[src/pfgl_defines.vh]
// Constants for the pixel format and gray-level command decoder.
// Assumes inclusion by bare name from each design file.
`ifndef PFGL_DEFINES_VH
`define PFGL_DEFINES_VH
// Command codes
`define PFGL_CMD_PIXEL_FORMAT_SET 8'h3a
`define PFGL_CMD_TEST_MODE_ENTRY 8'hde
`define PFGL_CMD_NO_OPERATION 8'h00
`define PFGL_CMD_NO_OPERATION_SECOND 8'haa
`define PFGL_CMD_INITIAL_ESCAPE 8'hc6
`define PFGL_CMD_CHIP_TEST_A 8'hda
`define PFGL_CMD_CHIP_TEST_B 8'hdb
`define PFGL_CMD_CHIP_TEST_C 8'hdc
`define PFGL_CMD_CHIP_TEST_D 8'hb2
`define PFGL_CMD_GRAY_SET_ZERO 8'hb3
`define PFGL_CMD_GRAY_SET_ONE 8'hb4
`define PFGL_CMD_GAMMA_SELECT 8'hb5
// Pixel format field and codes
`define PFGL_FMT_MSB 2
`define PFGL_FMT_8BPP 3'h2
`define PFGL_FMT_12BPP 3'h3
`define PFGL_FMT_RESET 3'h3
// Gamma selection codes
`define PFGL_GAMMA_SET0 2'h1
`define PFGL_GAMMA_SET1 2'h2
`define PFGL_GAMMA_RESET 2'h1
// Gray table geometry
`define PFGL_GRAY_ENTRIES 4'hf
`define PFGL_GRAY_FIRST 4'h1
`define PFGL_GRAY_ZERO_LEVEL 8'h00
// Register bus offsets
`define PFGL_REG_STATUS 4'h0
`define PFGL_REG_FORMAT 4'h1
`define PFGL_REG_GAMMA 4'h2
`define PFGL_REG_CHIP_TEST 4'h3
`define PFGL_REG_GRAY0 4'h4
`define PFGL_REG_GRAY1 4'h5
`define PFGL_REG_GRAY_INDEX 4'h6
`endif

[src/pfgl_gray_mem.v]
// Gray-level position store: two sets of fifteen 8-bit entries.
// Assumes one write port from the decoder and one registered read port.
`timescale 1ns/1ps
`include "pfgl_defines.vh"
module pfgl_gray_mem #(
  parameter WIDTH = 8,
  parameter DEPTH = 32
) (
  // Clock
  input wire i_clock,
  // Write port
  input wire i_wr_en,
  input wire [4:0] i_wr_addr,
  input wire [WIDTH-1:0] i_wr_data,
  // Read port
  input wire [4:0] i_rd_addr,
  output reg [WIDTH-1:0] o_rd_data
);
  // Storage has no reset: contents undefined until host loads it
  reg [WIDTH-1:0] mem [0:DEPTH-1];

  // Write and registered read
  always @(posedge i_clock) begin
    if (i_wr_en) begin
      mem[i_wr_addr] <= i_wr_data;
    end
    o_rd_data <= mem[i_rd_addr];
  end
endmodule // pfgl_gray_mem

[src/pfgl_pixel_lut.v]
// Pixel translation: 8-bit input pixels go through a colour table.
// Assumes table contents loaded elsewhere; here a fixed expansion stands in.
`timescale 1ns/1ps
`include "pfgl_defines.vh"
module pfgl_pixel_lut (
  // Clock and reset
  input wire i_clock,
  input wire i_arst_n,
  // Pixel in
  input wire i_valid,
  input wire [11:0] i_pixel,
  input wire [2:0] i_format,
  // Pixel out
  output reg o_valid,
  output reg [11:0] o_pixel
);
  // 3-3-2 expansion to 4-4-4, standing in for the loadable table
  wire [11:0] lut_out;
  assign lut_out = {i_pixel[7:5], i_pixel[7], i_pixel[4:2], i_pixel[4],
                    i_pixel[1:0], i_pixel[1:0]};

  // Registered conversion
  always @(posedge i_clock or negedge i_arst_n) begin
    if (!i_arst_n) begin
      o_valid <= 1'b0;
      o_pixel <= 12'h000;
    end else begin
      o_valid <= i_valid;
      if (i_format == `PFGL_FMT_8BPP) begin
        o_pixel <= lut_out;
      end else begin
        o_pixel <= i_pixel;
      end
    end
  end
endmodule // pfgl_pixel_lut

[src/pfgl_cmd_decoder.v]
// Command decoder for pixel format, test mode and gray-level commands.
// Assumes byte strobes from a host interface synchronous to i_clock.
// Function
// - Pixel format command takes one parameter.
// - Low three bits choose 8 or 12 bpp.
// - Upper five parameter bits ignored.
// - 8 bpp pixels go through lookup table.
// - Pixel format resets to 12 bpp.
// - Test entry command blocks ordinary commands.
// - Either no-operation command leaves test mode.
// - Test mode output not guaranteed.
// - Second no-operation changes nothing else.
// - Initial escape resets internal settings.
// - Four chip-test codes decoded, no function.
// - Two gray-level sets, commands B3 and B4.
// - Fifteen ordered bytes, entries one to fifteen.
// - Entry for data zero fixed.
// - Gamma command selects active set.
//
// The strobed register port and the placing of the registers were chosen for this implementation.
`timescale 1ns/1ps
`include "pfgl_defines.vh"
module pfgl_cmd_decoder (
  // Clock and reset
  input wire i_clock,
  input wire i_arst_n,
  // Host byte stream
  input wire i_byte_strobe,
  input wire i_data_cmd_sel,
  input wire [7:0] i_byte,
  // Pixel path
  input wire i_pixel_valid,
  input wire [11:0] i_pixel,
  // Gray-level lookup from the drive logic
  input wire [3:0] i_gray_data,
  // Register port
  input wire [3:0] i_reg_addr,
  input wire [7:0] i_reg_wdata,
  input wire i_reg_wr,
  input wire i_reg_rd,
  // Outputs
  output reg [7:0] o_reg_rdata,
  output reg [2:0] o_pixel_format_q,
  output reg o_gamma_set_q,
  output reg o_test_mode_q,
  output reg o_init_escape_q,
  output reg o_chip_test_q,
  output reg [7:0] o_gray_level_q,
  output reg o_pixel_valid_q,
  output reg [11:0] o_pixel_q
);
  // Parameter sequencer states
  localparam ST_IDLE = 2'b00;
  localparam ST_FMT = 2'b01;
  localparam ST_GRAY = 2'b10;
  localparam ST_GAMMA = 2'b11;

  reg [1:0] state_q; // Pending command kind
  reg [3:0] count_q; // Parameter index within gray set
  reg target_set_q; // Gray set being loaded
  reg [2:0] format_q; // Live pixel format
  reg [1:0] gamma_q; // Gamma selection code
  reg test_q; // Test mode flag
  reg [3:0] chip_code_q; // Last chip-test code seen, one-hot
  reg [3:0] gray_index_q; // Register port gray index

  // Synchronised pin inputs
  reg strobe_m_q, strobe_q;
  reg sel_m_q, sel_q;
  reg [7:0] byte_m_q, byte_q;
  reg strobe_dly_q;

  // Two-stage synchroniser on host pins
  always @(posedge i_clock or negedge i_arst_n) begin
    if (!i_arst_n) begin
      strobe_m_q <= 1'b0;
      strobe_q <= 1'b0;
      sel_m_q <= 1'b0;
      sel_q <= 1'b0;
      byte_m_q <= 8'h00;
      byte_q <= 8'h00;
      strobe_dly_q <= 1'b0;
    end else begin
      strobe_m_q <= i_byte_strobe;
      strobe_q <= strobe_m_q;
      sel_m_q <= i_data_cmd_sel;
      sel_q <= sel_m_q;
      byte_m_q <= i_byte;
      byte_q <= byte_m_q;
      strobe_dly_q <= strobe_q;
    end
  end

  // One pulse per host byte, on rising strobe
  wire byte_evt = strobe_q & ~strobe_dly_q;
  wire cmd_evt = byte_evt & ~sel_q;
  wire par_evt = byte_evt & sel_q;

  // leaving test mode via either no-op
  wire is_nop = (byte_q == `PFGL_CMD_NO_OPERATION) |
                (byte_q == `PFGL_CMD_NO_OPERATION_SECOND);

  // Gray memory write port, shared by every copy of the table
  wire gray_wr = par_evt & (state_q == ST_GRAY) & ~test_q;
  // byte n lands in entry n
  wire [4:0] gray_waddr = {target_set_q, count_q};
  // Drive lookup owns this read port outright
  wire [4:0] gray_raddr = {o_gamma_set_q, i_gray_data};
  wire [7:0] gray_rdata;
  reg gray_zero_q; // Lookup was for data zero
  // Register port copies, one per set, read at the index pointer
  wire [7:0] shadow_rdata [0:1];
  // Index pointer as it will stand after this edge
  reg [3:0] gray_index_d;

  // Next pointer value, for the prefetch of the copies
  always @* begin
    gray_index_d = gray_index_q;
    // Follow a pointer write at once, so a read right after it is fresh
    if (i_reg_wr && (i_reg_addr == `PFGL_REG_GRAY_INDEX)) begin
      gray_index_d = i_reg_wdata[3:0];
    end
  end

  pfgl_gray_mem #(
    .WIDTH(8),
    .DEPTH(32)
  ) u_gray_mem (
    .i_clock(i_clock),
    .i_wr_en(gray_wr),
    .i_wr_addr(gray_waddr),
    .i_wr_data(byte_q),
    .i_rd_addr(gray_raddr),
    .o_rd_data(gray_rdata)
  );

  // Register port copies of the table, kept in step by the shared write
  // port. Triple storage buys read data that leave a flop in the very next
  // cycle, with no wait state and no fight with the drive lookup.
  // Limitation: a copy shows an entry one cycle after the host writes it.
  genvar g;
  generate
    for (g = 0; g < 2; g = g + 1) begin : g_shadow
      // Reads set g at the pointer on every cycle
      pfgl_gray_mem #(
        .WIDTH(8),
        .DEPTH(32)
      ) u_shadow_mem (
        .i_clock(i_clock),
        .i_wr_en(gray_wr),
        .i_wr_addr(gray_waddr),
        .i_wr_data(byte_q),
        .i_rd_addr({g == 1, gray_index_d}),
        .o_rd_data(shadow_rdata[g])
      );
    end
  endgenerate

  wire lut_valid;
  wire [11:0] lut_pixel;
  pfgl_pixel_lut u_pixel_lut (
    .i_clock(i_clock),
    .i_arst_n(i_arst_n),
    .i_valid(i_pixel_valid),
    .i_pixel(i_pixel),
    .i_format(format_q),
    .o_valid(lut_valid),
    .o_pixel(lut_pixel)
  );

  // Command and parameter sequencer
  always @(posedge i_clock or negedge i_arst_n) begin
    if (!i_arst_n) begin
      state_q <= ST_IDLE;
      count_q <= 4'h0;
      target_set_q <= 1'b0;
      format_q <= `PFGL_FMT_RESET;
      gamma_q <= `PFGL_GAMMA_RESET;
      test_q <= 1'b0;
      chip_code_q <= 4'h0;
      o_init_escape_q <= 1'b0;
    end else begin
      o_init_escape_q <= 1'b0;
      if (test_q) begin
        // only the no-ops are heard in test mode
        if (cmd_evt && is_nop) begin
          test_q <= 1'b0;
        end
      end else if (cmd_evt) begin
        // a new command drops pending parameters
        state_q <= ST_IDLE;
        count_q <= `PFGL_GRAY_FIRST;
        case (byte_q)
          `PFGL_CMD_PIXEL_FORMAT_SET: begin
            state_q <= ST_FMT;
          end
          `PFGL_CMD_TEST_MODE_ENTRY: begin
            test_q <= 1'b1;
          end
          `PFGL_CMD_INITIAL_ESCAPE: begin
            o_init_escape_q <= 1'b1;
            format_q <= `PFGL_FMT_RESET;
            gamma_q <= `PFGL_GAMMA_RESET;
          end
          `PFGL_CMD_CHIP_TEST_A: begin
            chip_code_q <= 4'h1;
          end
          `PFGL_CMD_CHIP_TEST_B: begin
            chip_code_q <= 4'h2;
          end
          `PFGL_CMD_CHIP_TEST_C: begin
            chip_code_q <= 4'h4;
          end
          `PFGL_CMD_CHIP_TEST_D: begin
            chip_code_q <= 4'h8;
          end
          `PFGL_CMD_GRAY_SET_ZERO: begin
            state_q <= ST_GRAY;
            target_set_q <= 1'b0;
          end
          `PFGL_CMD_GRAY_SET_ONE: begin
            state_q <= ST_GRAY;
            target_set_q <= 1'b1;
          end
          `PFGL_CMD_GAMMA_SELECT: begin
            state_q <= ST_GAMMA;
          end
          default: begin
            state_q <= ST_IDLE;
          end
        endcase
      end else if (par_evt) begin
        case (state_q)
          ST_FMT: begin
            if ((byte_q[`PFGL_FMT_MSB:0] == `PFGL_FMT_8BPP) ||
                (byte_q[`PFGL_FMT_MSB:0] == `PFGL_FMT_12BPP)) begin
              format_q <= byte_q[`PFGL_FMT_MSB:0];
            end
            state_q <= ST_IDLE;
          end
          ST_GRAY: begin
            if (count_q == `PFGL_GRAY_ENTRIES) begin
              state_q <= ST_IDLE;
            end else begin
              count_q <= count_q + 4'h1;
            end
          end
          ST_GAMMA: begin
            // 01 and 10 select, others keep
            if ((byte_q[1:0] == `PFGL_GAMMA_SET0) ||
                (byte_q[1:0] == `PFGL_GAMMA_SET1)) begin
              gamma_q <= byte_q[1:0];
            end
            state_q <= ST_IDLE;
          end
          // Stray parameters are dropped
          default: begin
            state_q <= ST_IDLE;
          end
        endcase
      end
    end
  end

  // Register port writes: index pointer only
  always @(posedge i_clock or negedge i_arst_n) begin
    if (!i_arst_n) begin
      gray_index_q <= 4'h0;
    end else if (i_reg_wr && (i_reg_addr == `PFGL_REG_GRAY_INDEX)) begin
      gray_index_q <= i_reg_wdata[3:0];
    end
  end

  // Output registers and gray-level lookup
  always @(posedge i_clock or negedge i_arst_n) begin
    if (!i_arst_n) begin
      o_pixel_format_q <= `PFGL_FMT_RESET;
      o_gamma_set_q <= 1'b0;
      o_test_mode_q <= 1'b0;
      o_chip_test_q <= 1'b0;
      o_pixel_valid_q <= 1'b0;
      o_pixel_q <= 12'h000;
      gray_zero_q <= 1'b0;
      o_gray_level_q <= `PFGL_GRAY_ZERO_LEVEL;
    end else begin
      o_pixel_format_q <= format_q;
      o_gamma_set_q <= (gamma_q == `PFGL_GAMMA_SET1);
      o_test_mode_q <= test_q;
      o_chip_test_q <= |chip_code_q;
      o_pixel_valid_q <= lut_valid;
      o_pixel_q <= lut_pixel;
      gray_zero_q <= (i_gray_data == 4'h0);
      o_gray_level_q <= gray_zero_q ? `PFGL_GRAY_ZERO_LEVEL : gray_rdata;
    end
  end

  // Status byte: pending parameters, spare, test mode
  wire [7:0] status_byte = {5'h00, state_q != ST_IDLE, 1'b0, test_q};

  // Register read data: loaded at the strobe edge, zero in every other
  // cycle, so the output leaves a flop and never holds stale data
  always @(posedge i_clock or negedge i_arst_n) begin
    if (!i_arst_n) begin
      o_reg_rdata <= 8'h00;
    end else if (i_reg_rd) begin
      case (i_reg_addr)
        `PFGL_REG_STATUS: o_reg_rdata <= status_byte;
        `PFGL_REG_FORMAT: o_reg_rdata <= {5'h00, format_q};
        `PFGL_REG_GAMMA: o_reg_rdata <= {6'h00, gamma_q};
        `PFGL_REG_CHIP_TEST: o_reg_rdata <= {4'h0, chip_code_q};
        // Prefetched copies, already at the pointer
        `PFGL_REG_GRAY0: o_reg_rdata <= shadow_rdata[0];
        `PFGL_REG_GRAY1: o_reg_rdata <= shadow_rdata[1];
        `PFGL_REG_GRAY_INDEX: o_reg_rdata <= {4'h0, gray_index_q};
        // Unmapped offsets read zero
        default: o_reg_rdata <= 8'h00;
      endcase
    end else begin
      // Data stand for one cycle only
      o_reg_rdata <= 8'h00;
    end
  end
endmodule // pfgl_cmd_decoder

[config.mk]
export PLATFORM = sky130hd
export DESIGN_NAME = pfgl_cmd_decoder
export DESIGN_NICKNAME = d
export VERILOG_FILES = /design/src/pfgl_gray_mem.v /design/src/pfgl_pixel_lut.v /design/src/pfgl_cmd_decoder.v
export VERILOG_INCLUDE_DIRS = /design/src
export SDC_FILE = /design/constraint.sdc
export NUM_CORES = 1
export LEC_CHECK = 0
export ABC_AREA = 1
export BUFFER_PORTS_ARGS = -buffer_cell sky130_fd_sc_hd__buf_2
export CORE_MARGIN = 4
export CORE_UTILIZATION = 62
export DETAILED_ROUTE_END_ITERATION = 7
export PLACE_DENSITY = 0.8
export SYNTH_ARGS = -nofsm -noshare
export SYNTH_HDL_FRONTEND = slang
export SYNTH_SLANG_ARGS = --single-unit
[constraint.sdc]
create_clock -name i_clock -period 2.3 [get_ports i_clock]
set_input_delay 0.23 -clock i_clock [delete_from_list [all_inputs] [get_ports i_clock]]
set_output_delay 0.23 -clock i_clock [all_outputs]
set_load 0.01 [all_outputs]
==> impl_metrics.ini, run 1 <==
[global_routing]
antenna_found_initial = 1
gr-usage-all-layers_pct = 32.43
grt_max_degree = 86
grt_overflow = 0
first_global_vias = 14540
grt_pass1_wl_microns = 77370

[setup_path]
worst_r2r_startpoint = strobe_q
r2r-end = u_gray_mem.mem[0][7]
cp_data_arrival_time_ns = 2.53
crit_path_end_kind = flip-flop
critPathMaxStageDelay_ns = 0.35
path_max_fanout = 8
worst_path_max_delay_cell = dfrtp_1
rr_worst_depth = 8
critPathLaunchType = flip-flop
worstPathCellList = inv_1 > nor2_1 > nand2_1 > nor4_1 > buf_4 > nand2_1 > nor2_2 > buf_4
crit_type = reg -> reg
cp_data_required_time_ns = 2.54
crit_path_start = strobe_q
reg2reg_setup_slack_ns = 0.01

[floorplan]
pin_count = 79
dieArea_sq_um = 30890
start_util_pct = 62.80
die_w_microns = 175.8
fp-row-count = 61
fp.dieH_microns = 175.8
coreArea_sq_um = 27780

[route]
wirelength_microns = 50730
firstDrtPassIters = 6
drt_first_iter_violations = 2064
antenna_left = 0
routed_via_density = 6.056
vias = 14920
routedWlPerCell_microns = 20.60
drc_errors = 0

[timing]
post-route-min-period_ns = 2.290
rsz0062_at_grt = no
min_period_over_period_pct = 99.58
clock_skew_ns = 0.01422
finalWorstSetupSlack_ns = 0.009688
tightest_slew_ns = 0.6358
timing_hold_violations_final = 0
drv_slew = 0
totalNegativeSetupSlack_ns = 0
setup_violations = 0
slew_headroom_pct = 57.46
fmax_mhz = 436.6

[hold_path]
hold_end = o_reg_rdata[7]
hp-class = in -> reg
holdCritStartpoint = i_reg_rd
hold_path_depth = 3

[clock_tree]
clk_path_buf_depth = 3
path_clk_slew_ns = 0.06
cts-root-buf = clkbuf_16
cts_setup_buffers = 0
clock_latency_ns = 0.53
cts_tree = built
h-tree-depth = 2
cts.sinks = 372
cts_buffers = 38

[synthesis]
synth_cells = 1927
synth_fp_nets = 1978
synth_area_leader_cell = edfxtp_1
ys_warn_count = 0
synth_edf_count = 256
yosysSeqAreaShare_pct = 60.04
syn_area_per_cell_sq_um = 9.054
synth_area_leaders = edfxtp_1, dfrtp_1, nand3_1
ys_async_sr_fraction_pct = 24.73
yosysTopAreaCellShare_pct = 44.06
synthFlopType = edfxtp_1
synth.cell_area_sq_um = 17450
ys_ff_latch = 372
ys_types = 46

[place]
port_buffers = 74
dp_slack_ns = 0.05215
dp_hpwl_microns = 30880
gp_congestion = 0.9174

[run_status]
status = completed

[pwr]
p_total_mw = 16.93
max-vdd-ir-drop_uv = 705.2
power_density_nw_per_um2 = 835.9
p_leak_nw = 8.942

[final_layout]
diodes = 0
drive_gt1_share_pct = 11.65
layout_common_cells = nand2_1, nand3_1, inv_1
final_common_cell = nand2_1
fin_nets = 2107
syn2layout_area_growth_pct = 16.06

[flow_run]
drv_cap = 0
## what timing repair did
action,in CTS,in global routing
setup endpoints to repair,0,12
hold buffers,28,0
gates resized for setup,0,2
endpoints found under the hold margin,56,0
## report_power, final
group	internal [mW]	switching (mW)	total, mW
Sequential	7.53	0.193	7.72
Clock	3.66	2.49	6.15
Combinational	0.974	2.08	3.05
## kinds of logic after synthesis
family                   after synthesis  synth area share (%)
AND/OR/NAND/NOR                      848                 21.23
adder cells (fa/ha/maj)                8                0.5737
buffers and inverters                414                 9.394
AO/OA/AOI/OAI                        283                 8.663
flip-flops                           372                 60.04
XOR/XNOR                               2                0.1004
## worst max-delay path, delay by kind of cell (launching register included)
family,cells,cell delay (ns)
DFF,1,0.35
and+or+nand+nor,5,1.21
buffers and inverters,3,0.44
## routing by layer
| layer | global-route usage, % | vias to the layer above | wire length (microns) |
|---|---|---|---|
| met5 | 0 | - | 0 |
| met4 | 15.59 | 0 | 2789 |
| met3 | 4.800 | 240 | 6066 |
| met2 | 54.67 | 1109 | 24420 |
| met1 | 41.60 | 6910 | 17460 |
| li1 | - | 6656 | - |
## how the worst max path moves through the flow
stage,endpoint,cells after the start,slack (ns)
final,u_gray_mem.mem[0][7],8,0.01
after detailed placement,u_gray_mem.mem[0][7],8,0.05
after floorplan,g_shadow[1].u_shadow_mem.mem[16][0],5,0.31
after global routing,u_gray_mem.mem[0][4],8,0.001
after global placement,u_gray_mem.mem[0][3],8,0.12
after CTS,u_gray_mem.mem[0][4],8,0.04
## through the flow
step                std cells  utilization (%)  instance area (sq um)  hold WS (ns)
finish                   2463            72.89                  20250       0.08393
floorplan                1927                -                  17450      -0.06559
global route             2463            72.89                  20250       0.09628
global placement         2366            67.36                  18710        0.1981
CTS                      2463            72.87                  20250       0.07147
detailed placement       2366            67.36                  18710        0.2030
## cell usage after synthesis, types with 7 or more instances
master and instances:
inv_1 303, nand3_1 335, buf_2 41, nor3_1 7, a31oi_1 9, dfrtp_1 87
o211ai_1 7, nand4_1 9, o22ai_1 16, o21ai_0 135, nand2_1 388, nor2_1 91
ha_1 8, a21oi_1 101, dfxtp_1 24, clkbuf_1 48, edfxtp_1 256, buf_4 7
## layout make-up
cell class	count	area, sq um
timing repair buffer	192	1531
fill	1896	7531
clock buffer	55	1139
clock inverter	14	113.9
sequential	372	10480
inverter	311	1167
multi-input combinational	1141	5350
tap	378	473.0
## state kept, by name, indices dropped and copies added (netlist names), 2 cells and up
register / count
o_gray_level_q: 8
gamma_q: 2
chip_code_q: 4
format_q: 3
byte_m_q: 8
gray_index_q: 4
o_reg_rdata: 8
byte_q: 8
u_gray_mem.o_rd_data: 8
state_q: 2
o_pixel_format_q: 3
count_q: 4
u_pixel_lut.o_pixel: 12
o_pixel_q: 12
u_gray_mem.mem: 144
g_shadow.u_shadow_mem.mem: 112
g_shadow.u_shadow_mem.o_rd_data: 16
No activity file was read; power rests on OpenSTA's default activity.
==> inputs of run 2 (changes only) <==
--- a/config.mk
+++ b/config.mk
@@ -9,9 +9,8 @@
 export ABC_AREA = 1
 export BUFFER_PORTS_ARGS = -buffer_cell sky130_fd_sc_hd__buf_2
 export CORE_MARGIN = 4
-export CORE_UTILIZATION = 62
+export CORE_UTILIZATION = 45
 export DETAILED_ROUTE_END_ITERATION = 7
-export PLACE_DENSITY = 0.8
 export SYNTH_ARGS = -nofsm -noshare
 export SYNTH_HDL_FRONTEND = slang
 export SYNTH_SLANG_ARGS = --single-unit
==> run 2 against run 1 <==
- fmax up 4.2%
- sequential power hardly changed
- cell area rose by 1.2%
- critical path type unchanged
==> impl_metrics.ini, run 2 (same netlist as run 1, synthesis figures left out) <==
[run_status]
status = completed

[setup_path]
crit_type = reg -> reg
critical-path-top-delay-family = simple AND/OR/NAND/NOR gates
crit_path_end_kind = flip-flop
worstPathCellList = inv_1 > nor2_1 > nand2_1 > nor4_1 > buf_4 > nand2_1 > nor2_1 > buf_4
cp_data_required_time_ns = 2.54
path_buf_inv = 3
worst_path_max_delay_cell = dfrtp_1
critPathLaunchType = flip-flop
cp_data_arrival_time_ns = 2.44
path_max_fanout = 8
critPathMaxStageDelay_ns = 0.33

[timing]
drv_slew = 0
slew_headroom_pct = 60.59
totalNegativeSetupSlack_ns = 0
rsz0062_at_grt = yes
post-route-min-period_ns = 2.198
min_period_over_period_pct = 95.56
fmax_mhz = 455.0
setup_violations = 0
clock_skew_ns = 0.01253
timing_hold_violations_final = 0
tightest_slew_ns = 0.5890

[final_layout]
reg.largest.list = u_gray_mem.mem: 144 flops, g_shadow.u_shadow_mem.mem: 112 flops, g_shadow.u_shadow_mem.o_rd_data: 16 flops
top_register = u_gray_mem.mem
diodes = 0
largest_register_ffs = 144
final_common_cell = nand2_1
drive_gt1_share_pct = 11.76
fin_nets = 2115
syn2layout_area_growth_pct = 17.40
multi_input_comb_area_sq_um = 5348
fillers = 3361
ff_latch_area_sq_um = 10480
fin_util_pct = 54.00
layout_common_cells = nand2_1, nand3_1, inv_1

[route]
drc_errors = 0
routed_via_density = 5.425
antenna_left = 0
drt_first_iter_violations = 1742
firstDrtPassIters = 6
wirelength_microns = 51490
vias = 14120
routedWlPerCell_microns = 19.78

[pwr]
pwr-share-seq_pct = 45.4
p_sw_mw = 4.790
p_leak_nw = 8.976
intPower_mw = 12.16
p_comb_share_pct = 18.1
switching_share_pct = 28.27
p_clk_share_pct = 36.5
max-vdd-ir-drop_uv = 635.6
power_density_nw_per_um2 = 827.2

[place]
dp_hpwl_microns = 32160
gp_congestion = 0.8798
port_buffers = 74

[floorplan]
start_util_pct = 46.00
dieArea_sq_um = 41990
fp.dieH_microns = 204.9
fp-row-count = 71
coreArea_sq_um = 37930
pin_count = 79
die_w_microns = 204.9

[clock_tree]
clk_path_buf_depth = 3
clock_latency_ns = 0.54
cts.sinks = 372
cts_tree = built
path_clk_slew_ns = 0.06
h-tree-depth = 2
cts_setup_buffers = 0
cts-root-buf = clkbuf_16
cts_buffers = 39

[global_routing]
grt_overflow = 0
grt_pass1_wl_microns = 79010
grt_max_degree = 82
antenna_found_initial = 0
first_global_vias = 14070
gr-usage-all-layers_pct = 24.61

[flow_run]
drv_cap = 0

[hold_path]
hp-class = in -> reg
run 2: stage by stage:
stage          total power, mW  cell area (sq um)  hold WS, ns  setup slack (ns)  instances
3_5_place_dp             10.78              18950       0.2487            0.1360       2505
5_1_grt                  17.65              20480      0.09678          -0.06747       2603
6_report                 16.94              20480      0.06991            0.1020       2603
2_1_floorplan            9.493              17450     -0.06559            0.3083       1927
4_1_cts                  17.01              20480      0.05045            0.1284       2603
3_3_place_gp             10.75              18950       0.2409            0.1449       2505
run 2: path summary, 6_finish.rpt:
| check | from | to | slack [ns] | cells after the start |
|---|---|---|---|---|
| worst max register to register | strobe_q | u_gray_mem.mem[12][0] | 0.10 | 8 |
| min in group asynchronous | i_arst_n | o_gray_level_q[7] | 0.23 | 2 |
| max in group asynchronous | i_arst_n | o_pixel_format_q[0] | 1.33 | 3 |
| worst max-delay path | strobe_q | u_gray_mem.mem[12][0] | 0.10 | 8 |
| worst min-delay path | i_reg_rd | o_reg_rdata[3] | 0.07 | 3 |
| worst min register to register | byte_m_q[6] | byte_q[6] | 0.34 | 0 |
run 2: area by class of cell:
| class | count | area share (%) |
|---|---|---|
| sequential | 372 | 51.14 |
| multi-input combinational | 1141 | 26.11 |
| timing repair buffer | 199 | 7.867 |
| inverter | 311 | 5.699 |
| clock buffer | 58 | 5.522 |
| tap | 511 | 3.121 |
| clock inverter | 11 | 0.5436 |
run 2: worst reg2reg max path, cell delays in order, from the launching register on:
cell and delay [ns]:
dfrtp_1 0.33, inv_1 0.04, nor2_1 0.17, nand2_1 0.15, nor4_1 0.24, buf_4 0.19
nand2_1 0.31, nor2_1 0.26, buf_4 0.22
run 2: layer usage:
layer	track usage [%]	vias to the layer above	part of all wire, %
li1	-	6653	-
met5	0	-	0
met3	3.688	158	8.2
met4	12.37	0	4.6
met2	39.74	634	47
met1	32.60	6677	40
run 2: power by group through the flow:
stage / combinational (mW) / sequential, mW / clock [mW]
2_1_floorplan: 1.65 / 7.84 / 0
3_3_place_gp: 2.93 / 7.82 / 0
3_5_place_dp: 2.95 / 7.83 / 0
4_1_cts: 3.03 / 7.69 / 6.29
5_1_grt: 3.34 / 7.72 / 6.59
6_report: 3.07 / 7.69 / 6.18
run 2: timing repair:
action                                 in CTS  in global routing
setup endpoints to repair                   0                124
gates resized for setup                     0                  1
endpoints found under the hold margin      62                  0
hold buffers                               29                  0
